### src/rtl/crfs_defs.svh
// Register offsets, field positions, reset values and thresholds of the receive flag status block
`ifndef CRFS_DEFS_SVH
`define CRFS_DEFS_SVH

// ************************************************
// Register offsets
// ************************************************
`define CRFS_ADDR_W 2
`define CRFS_ADDR_FLAGS 2'h0
`define CRFS_ADDR_ENABLES 2'h1

// ************************************************
// Field positions in both registers
// ************************************************
`define CRFS_BIT_WAKE 7
`define CRFS_BIT_CSC 6
`define CRFS_RECEIVER_STATE_HI 5
`define CRFS_RECEIVER_STATE_LO 4
`define CRFS_TRANSMITTER_STATE_HI 3
`define CRFS_TRANSMITTER_STATE_LO 2
`define CRFS_BIT_OVR 1
`define CRFS_BIT_RXF 0

// ************************************************
// Reset values
// ************************************************
`define CRFS_FLAGS_RST 8'h00
`define CRFS_ENABLES_RST 8'h00

// ************************************************
// Error counter thresholds
// ************************************************
`define CRFS_WARN_LIMIT 96
`define CRFS_ERR_LIMIT 127
`define CRFS_BUSOFF_LIMIT 255

`endif

### src/rtl/crfs_pkg.sv
// Types shared by the receive flag status block
package crfs_pkg;

  // Two-bit bus state code used by both state fields
  typedef enum logic [1:0] {
    CRFS_OK = 2'h0,
    CRFS_WARN = 2'h1,
    CRFS_ERR = 2'h2,
    CRFS_BUSOFF = 2'h3
  } crfs_bus_e;

  // Error counters as delivered by the protocol engine
  typedef struct packed {
    logic [8:0] tx_errors;
    logic [7:0] rx_errors;
  } crfs_cnt_s;

  // Receiver and transmitter state pair
  typedef struct packed {
    crfs_bus_e rx;
    crfs_bus_e tx;
  } crfs_state_s;

endpackage

### src/rtl/crfs_top.sv
// Receive flag and bus state status register of a CAN controller
// Operation
// - Outside init mode, writing one clears a flag; writing zero leaves it.
// - A clear takes effect only when the setting condition has ceased.
// - While init request and ack are both one, flags are held reset.
// - Writes are accepted again once init request and ack are both zero.
// - Receiver state 5:4 and transmitter state 3:2 are read-only.
// - Init mode does not alter the receiver and transmitter state fields.
// - Bus activity in sleep with wake-on-activity enabled sets wake flag, bit 7.
// - Wake flag set and enabled keeps a wake interrupt asserted.
// - Bus state change sets bit 6; when enabled it raises error interrupt.
// - While bit 6 pends, state fields freeze until software clears it.
// - Receiver code: 00 to 96, 01 to 127, 10 above, 11 bus-off.
// - Bus-off shows in receiver state; leaving bus-off returns receiver to 00.
// - State fields show the transmitter state from the transmit counter.
// - Receive overrun sets bit 1; when enabled it raises error interrupt.
// - Shifting a message into the foreground buffer sets bit 0.
// - Only error-free, identifier- and CRC-matching messages are signalled.
// - While buffer-full is set, no further FIFO entry is shifted.
// - Buffer-full set and enabled asserts a receive interrupt.
// - Each flag is gated by its own bit in the enable register.
// - Sleep is active only when sleep request and ack are both one.
// - Sensitivity 00 none, 01 bus-off, 10 also error state, 11 all.
//
// Chosen here: the strobed register port and the register offsets.
`timescale 1ns/1ps
`include "crfs_defs.svh"

module crfs_top
  import crfs_pkg::*;
(
  // Clock and reset
  input wire logic i_sys_clk,
  input wire logic i_sys_rst,
  // Register port
  input wire logic [`CRFS_ADDR_W-1:0] i_addr,
  input wire logic [7:0] i_wr_data,
  input wire logic i_wr,
  input wire logic i_rd,
  output logic [7:0] o_rd_data,
  // Mode handshakes from the controller
  input wire logic i_init_mode_request,
  input wire logic i_init_mode_ack,
  input wire logic i_sleep_request,
  input wire logic i_sleep_ack,
  input wire logic i_wake_on_activity_enable,
  // Bus and receive path events
  input wire logic i_bus_activity,
  input wire logic i_overrun,
  input wire crfs_cnt_s i_counts,
  input wire logic i_fifo_pending,
  output logic o_fifo_shift,
  // Interrupt requests
  output logic o_wake_irq,
  output logic o_err_irq,
  output logic o_rx_irq
);

  // ************************************************
  // Decoding
  // ************************************************
  logic init_active;
  logic writable;
  logic sleep_active;
  logic wr_flags;
  logic wr_enables;
  crfs_state_s live;
  crfs_state_s st_reg;
  crfs_state_s st_next;
  logic wake_reg;
  logic csc_reg;
  logic ovr_reg;
  logic rxf_reg;
  logic [7:0] en_reg;
  logic [7:0] flags_img;
  logic wake_evt;
  logic csc_evt;
  logic shift_cond;

  // Does a state change matter at the given sensitivity
  function automatic logic sens_hit(input logic [1:0] sel, input crfs_bus_e old_s, input crfs_bus_e new_s);
    logic hit;
    hit = 1'b0;
    unique case (sel)
      2'h0: hit = 1'b0;
      2'h1: hit = (old_s != new_s) && (old_s == CRFS_BUSOFF || new_s == CRFS_BUSOFF);
      2'h2: hit = (old_s != new_s) && (old_s[1] || new_s[1]);
      2'h3: hit = (old_s != new_s);
    endcase
    return hit;
  endfunction

  // Mode qualifiers and write strobes
  assign init_active = i_init_mode_request && i_init_mode_ack;
  assign writable = !i_init_mode_request && !i_init_mode_ack;
  assign sleep_active = i_sleep_request && i_sleep_ack;
  assign wr_flags = i_wr && (i_addr == `CRFS_ADDR_FLAGS) && writable;
  assign wr_enables = i_wr && (i_addr == `CRFS_ADDR_ENABLES) && writable;

  // ************************************************
  // Bus state tracking
  // ************************************************
  crfs_state_enc u_state_enc (
    .i_sys_clk(i_sys_clk),
    .i_sys_rst(i_sys_rst),
    .i_counts(i_counts),
    .o_live(live)
  );

  // Candidate display state; leaving bus-off drops the receiver to OK
  // The forced OK step makes the exit visible even when the counts land on a warning level
  always_comb begin
    st_next.tx = live.tx;
    st_next.rx = live.rx;
    if (st_reg.rx == CRFS_BUSOFF && live.rx != CRFS_BUSOFF) begin
      st_next.rx = CRFS_OK;
    end
  end

  // A relevant change is flagged only while no change is pending
  // Blocking further sets while pending keeps the frozen pair consistent with the flag
  assign csc_evt = !csc_reg && !init_active &&
                   (sens_hit(en_reg[`CRFS_RECEIVER_STATE_HI:`CRFS_RECEIVER_STATE_LO], st_reg.rx, st_next.rx) ||
                    sens_hit(en_reg[`CRFS_TRANSMITTER_STATE_HI:`CRFS_TRANSMITTER_STATE_LO], st_reg.tx, st_next.tx));

  // Display state: software cannot write it and init does not touch it
  always_ff @(posedge i_sys_clk) begin
    if (i_sys_rst) begin
      st_reg <= '{rx: CRFS_OK, tx: CRFS_OK};
    end else if (!csc_reg) begin
      st_reg <= st_next;
    end
  end

  // ************************************************
  // Flags
  // ************************************************
  assign wake_evt = i_bus_activity && sleep_active && i_wake_on_activity_enable;
  assign shift_cond = i_fifo_pending && !rxf_reg && !init_active;

  // Wake flag; the event wins over a clear in the same cycle
  always_ff @(posedge i_sys_clk) begin
    if (i_sys_rst || init_active) begin
      wake_reg <= 1'b0;
    end else if (wake_evt) begin
      wake_reg <= 1'b1;
    end else if (wr_flags && i_wr_data[`CRFS_BIT_WAKE]) begin
      wake_reg <= 1'b0;
    end
  end

  // Status change flag
  always_ff @(posedge i_sys_clk) begin
    if (i_sys_rst || init_active) begin
      csc_reg <= 1'b0;
    end else if (csc_evt) begin
      csc_reg <= 1'b1;
    end else if (wr_flags && i_wr_data[`CRFS_BIT_CSC]) begin
      csc_reg <= 1'b0;
    end
  end

  // Overrun flag
  always_ff @(posedge i_sys_clk) begin
    if (i_sys_rst || init_active) begin
      ovr_reg <= 1'b0;
    end else if (i_overrun) begin
      ovr_reg <= 1'b1;
    end else if (wr_flags && i_wr_data[`CRFS_BIT_OVR]) begin
      ovr_reg <= 1'b0;
    end
  end

  // Buffer-full flag; a clear releases the buffer and lets the next entry in
  always_ff @(posedge i_sys_clk) begin
    if (i_sys_rst || init_active) begin
      rxf_reg <= 1'b0;
    end else if (shift_cond) begin
      rxf_reg <= 1'b1;
    end else if (wr_flags && i_wr_data[`CRFS_BIT_RXF]) begin
      rxf_reg <= 1'b0;
    end
  end

  // Shift strobe toward the receive FIFO
  always_ff @(posedge i_sys_clk) begin
    if (i_sys_rst) begin
      o_fifo_shift <= 1'b0;
    end else begin
      o_fifo_shift <= shift_cond;
    end
  end

  // ************************************************
  // Enable register
  // ************************************************
  always_ff @(posedge i_sys_clk) begin
    if (i_sys_rst || init_active) begin
      en_reg <= `CRFS_ENABLES_RST;
    end else if (wr_enables) begin
      en_reg <= i_wr_data;
    end
  end

  // ************************************************
  // Interrupt requests
  // ************************************************
  always_ff @(posedge i_sys_clk) begin
    if (i_sys_rst) begin
      o_wake_irq <= 1'b0;
      o_err_irq <= 1'b0;
      o_rx_irq <= 1'b0;
    end else begin
      o_wake_irq <= wake_reg && en_reg[`CRFS_BIT_WAKE];
      o_err_irq <= (csc_reg && en_reg[`CRFS_BIT_CSC]) || (ovr_reg && en_reg[`CRFS_BIT_OVR]);
      o_rx_irq <= rxf_reg && en_reg[`CRFS_BIT_RXF];
    end
  end

  // ************************************************
  // Read port
  // ************************************************
  assign flags_img = {wake_reg, csc_reg, st_reg.rx, st_reg.tx, ovr_reg, rxf_reg};

  // Read data stand only in the cycle after the strobe
  always_ff @(posedge i_sys_clk) begin
    if (i_sys_rst) begin
      o_rd_data <= 8'h00;
    end else if (i_rd && i_addr == `CRFS_ADDR_FLAGS) begin
      o_rd_data <= flags_img;
    end else if (i_rd && i_addr == `CRFS_ADDR_ENABLES) begin
      o_rd_data <= en_reg;
    end else begin
      o_rd_data <= 8'h00;
    end
  end
endmodule

### src/rtl/crfs_state_enc.sv
// Registered classifier of the error counters into receiver and transmitter bus states
`timescale 1ns/1ps
`include "crfs_defs.svh"

module crfs_state_enc
  import crfs_pkg::*;
#(
  parameter int WARN_LIMIT = `CRFS_WARN_LIMIT,
  parameter int ERR_LIMIT = `CRFS_ERR_LIMIT,
  parameter int BUSOFF_LIMIT = `CRFS_BUSOFF_LIMIT
) (
  // Clock and reset
  input wire logic i_sys_clk,
  input wire logic i_sys_rst,
  // Counters in, live state out
  input wire crfs_cnt_s i_counts,
  output crfs_state_s o_live
);

  // ************************************************
  // Classification
  // ************************************************
  crfs_state_s live_next;

  // Bus-off dominates the receiver code as well as the transmitter code
  always_comb begin
    live_next.tx = CRFS_OK;
    live_next.rx = CRFS_OK;
    if (32'(i_counts.tx_errors) > BUSOFF_LIMIT) begin
      live_next.tx = CRFS_BUSOFF;
    end else if (32'(i_counts.tx_errors) > ERR_LIMIT) begin
      live_next.tx = CRFS_ERR;
    end else if (32'(i_counts.tx_errors) > WARN_LIMIT) begin
      live_next.tx = CRFS_WARN;
    end
    if (live_next.tx == CRFS_BUSOFF) begin
      live_next.rx = CRFS_BUSOFF;
    end else if (32'(i_counts.rx_errors) > ERR_LIMIT) begin
      live_next.rx = CRFS_ERR;
    end else if (32'(i_counts.rx_errors) > WARN_LIMIT) begin
      live_next.rx = CRFS_WARN;
    end
  end

  // Live state register
  always_ff @(posedge i_sys_clk) begin
    if (i_sys_rst) begin
      o_live <= '{rx: CRFS_OK, tx: CRFS_OK};
    end else begin
      o_live <= live_next;
    end
  end

endmodule

### config.mk
export PLATFORM = sky130hd
export DESIGN_NAME = crfs_top
export DESIGN_NICKNAME = d
export VERILOG_FILES = /design/src/rtl/crfs_pkg.sv /design/src/rtl/crfs_top.sv /design/src/rtl/crfs_state_enc.sv
export VERILOG_INCLUDE_DIRS = /design/src /design/src/rtl
export SDC_FILE = /design/constraint.sdc
export NUM_CORES = 1
export LEC_CHECK = 0
export ABC_AREA = 1
export ABC_CLOCK_PERIOD_IN_PS = 1750
export BUFFER_PORTS_ARGS = -buffer_cell sky130_fd_sc_hd__buf_2
export CORE_UTILIZATION = 49
export DETAILED_ROUTE_END_ITERATION = 12
export PLACE_DENSITY = 0.79
export SYNTH_ARGS = -nofsm -noshare
export SYNTH_HDL_FRONTEND = slang
export SYNTH_SLANG_ARGS = --single-unit
### constraint.sdc
create_clock -name i_sys_clk -period 1.75 [get_ports i_sys_clk]
set_input_delay 0.175 -clock i_sys_clk [delete_from_list [all_inputs] [get_ports i_sys_clk]]
set_output_delay 0.175 -clock i_sys_clk [all_outputs]
set_load 0.1 [all_outputs]
==> impl_metrics.json <==
{
  "post-place-ws_ns": 0.2261,
  "place_congestion": 0.8752,
  "grt_pass1_wl_um": 4899,
  "drt-total-wl_um": 2922,
  "hold_slack_ns": 0.07594,
  "cts_hold_buffers": 0,
  "fin_crit_sh": 0.8830,
  "synth_top_family_by_area": "simple AND/OR/NAND/NOR gates",
  "clk_latency_ns": 0.33,
  "power_density_mw_per_mm2": 826.3,
  "tightest_slew_ns": 0.4920,
  "synth-compound-area-share": 0.1814,
  "cap_violations": 0,
  "synth_warnings": 0,
  "p_seq_frac": 0.516,
  "syn_area_sq_mm": 0.001455,
  "floorplan.initialDensity": 0.5232,
  "cts_buffers": 5,
  "synthDistinctLibCells": 22,
  "layout-drive-gt1-share": 0.2571,
  "synth_area_leader_cell": "dfxtp_1",
  "overflow": 0,
  "cp.required_ns": 1.98,
  "min_path_type": "in2reg",
  "drt-wirelength-per-cell_um": 10.59,
  "cts_tree": "done",
  "power_mw": 1.478,
  "max-slew-margin-rel": 0.6743,
  "synth-simple-area-share": 0.1978,
  "synth_top_cell_area_share": 0.4402,
  "core_sq_mm": 0.002781,
  "vias": 1379,
  "cts-root-buf": "clkbuf_4",
  "synth_commonest_cells": "inv_1 (33), dfxtp_1 (32), nand2_1 (29)",
  "report.final.slew_viol_count": 0,
  "netSwitchingPower_mw": 0.3672,
  "fill_cells": 234,
  "rsz0062_at_grt": "no",
  "muxShareOfSynthArea": 0,
  "rows": 19,
  "io_pins": 51,
  "synth-async-reset-ratio": 0,
  "ys_seq_elements": 32,
  "fp.dieH_um": 56.50,
  "path_class": "reg2reg",
  "drtPass1Iterations": 4,
  "antenna_cells": 0,
  "fmax_mhz": 647.1,
  "combPwrFrac": 0.111,
  "min_period_ns": 1.545,
  "die_x_um": 56.50,
  "dp_hpwl_um": 2160,
  "synth.most_common_cell": "inv_1",
  "synth_seq_area_share": 0.4402,
  "synthFlopType": "dfxtp_1",
  "htreeDepth": 2,
  "grtUsageTotal": 0.1994,
  "clock_skew_ns": 0.008430,
  "die-area_sq_mm": 0.003192,
  "syn_nets": 238,
  "post_cts_resized": 0,
  "synth_area_leaders": "dfxtp_1 (44%), a21oi_1 (8.9%), inv_1 (8.5%), nand2_1 (7.5%), ha_1 (6.9%)",
  "synth_xor_area_frac": 0,
  "cp_max_fo": 5,
  "setup_violations": 0,
  "setup_ws_ns": 0.2047,
  "synthAdderAreaFrac": 0.06879,
  "postSynthCellCount": 191,
  "postCtsSetupBuffers": 0,
  "worstPathArrival_ns": 1.78,
  "grt_max_degree": 18,
  "start_kind": "flip-flop",
  "drcViolationCount": 0,
  "synth_edf_count": 0,
  "antenna_found_initial": 0,
  "setup_tns_ns": 0,
  "syn2layout_area_growth_pct": 22.96,
  "cp-end-kind": "flip-flop",
  "antenna_left": 0,
  "viasPerCell": 4.996,
  "first_iter_violations": 35,
  "power_frac_clock": 0.373,
  "swShare": 0.2483,
  "post_dp_cell_area_sq_mm": 0.001713,
  "fin_area_sq_mm": 0.001789,
  "clk_path_buf_depth": 2,
  "path_clk_slew_ns": 0.10,
  "ir_worst_vdd_mv": 0.7484,
  "final_nets": 291,
  "status": "complete, no violations",
  "p_leak_nw": 0.8619,
  "port_buffers": 50,
  "grt_pass1_vias": 1210,
  "syn_area_per_cell_sq_um": 7.619,
  "timing_hold_violations_final": 0,
  "cts.sinks": 32,
  "internal-power_mw": 1.111
}
layout make-up:
class / instances / area, sq um / area share
multi-input combinational: 120 / 651.9 / 0.3643
clock inverter: 2 / 35.03 / 0.01958
tap: 31 / 38.79 / 0.02168
inverter: 35 / 131.4 / 0.07343
sequential: 32 / 640.6 / 0.3580
timing repair buffer: 50 / 250.2 / 0.1399
clock buffer: 6 / 41.29 / 0.02308
final timing paths:
kind	slack, ns	endpoint	start	cells past startpoint
max	0.20	csc_reg	flags_img[4]	8
min	0.08	ovr_reg	i_overrun	3
min reg2reg	0.43	o_wake_irq	en_reg[7]	2
max reg2reg	0.20	csc_reg	flags_img[4]	8
worst max-delay path: stages (launching register included):
cell and delay [ns]:
dfxtp_1 0.40, nand2_1 0.11, o21ai_0 0.23, ha_1 0.27
o21bai_1 0.15, a21oi_1 0.12, nor2_1 0.06, nor2_1 0.08
nor2_1 0.04
cell usage in the layout, fill, tap and decap left out, types with 2 or more instances in the layout:
| master | synthesis | routed |
|---|---|---|
| inv_2 | 2 | 2 |
| clkbuf_4 | 0 | 5 |
| nand4_1 | 3 | 3 |
| a21boi_0 | 2 | 2 |
| o31ai_1 | 2 | 2 |
| nor3_1 | 2 | 2 |
| nand3_1 | 14 | 14 |
| inv_1 | 33 | 33 |
| dfxtp_1 | 32 | 32 |
| a21oi_1 | 26 | 26 |
| buf_2 | 1 | 50 |
| nor2_1 | 12 | 12 |
| o21ai_0 | 15 | 15 |
| o21bai_1 | 2 | 2 |
| ha_1 | 8 | 8 |
| nand2_1 | 29 | 29 |
cells by family (layout without fill, tap and decap cells):
kind of cell,count (synthesis),count (layout)
AND/OR/NAND/NOR,63,63
adder cells (fa/ha/maj),8,8
flip-flops,32,32
AO/OA/AOI/OAI,49,49
buffers and inverters,39,93
power by group through the flow:
| stage | registers (mW) | logic, mW | clock network, mW |
|---|---|---|---|
| 5_1_grt | 0.766 | 0.183 | 0.589 |
| 3_3_place_gp | 0.778 | 0.161 | 0 |
| 4_1_cts | 0.762 | 0.163 | 0.553 |
| 6_report | 0.763 | 0.164 | 0.552 |
| 2_1_floorplan | 0.797 | 0.0803 | 0 |
| 3_5_place_dp | 0.779 | 0.163 | 0 |
metrics by stage:
stage,util,instances
2_1_floorplan,-,191
3_3_place_gp,0.6158,268
3_5_place_dp,0.6158,268
4_1_cts,0.6433,276
5_1_grt,0.6433,276
6_report,0.6433,276
layer usage:
layer / vias to the layer above / wire length, um / part of all wire / global-route usage
li1: 725 / - / - / -
met1: 613 / 1378 / 0.47 / 0.2392
met2: 35 / 1333 / 0.46 / 0.3294
met3: 6 / 152 / 0.052 / 0.06452
met4: 0 / 58 / 0.020 / 0.07666
met5: - / 0 / 0 / 0
No activity file was read; power rests on OpenSTA's default activity.
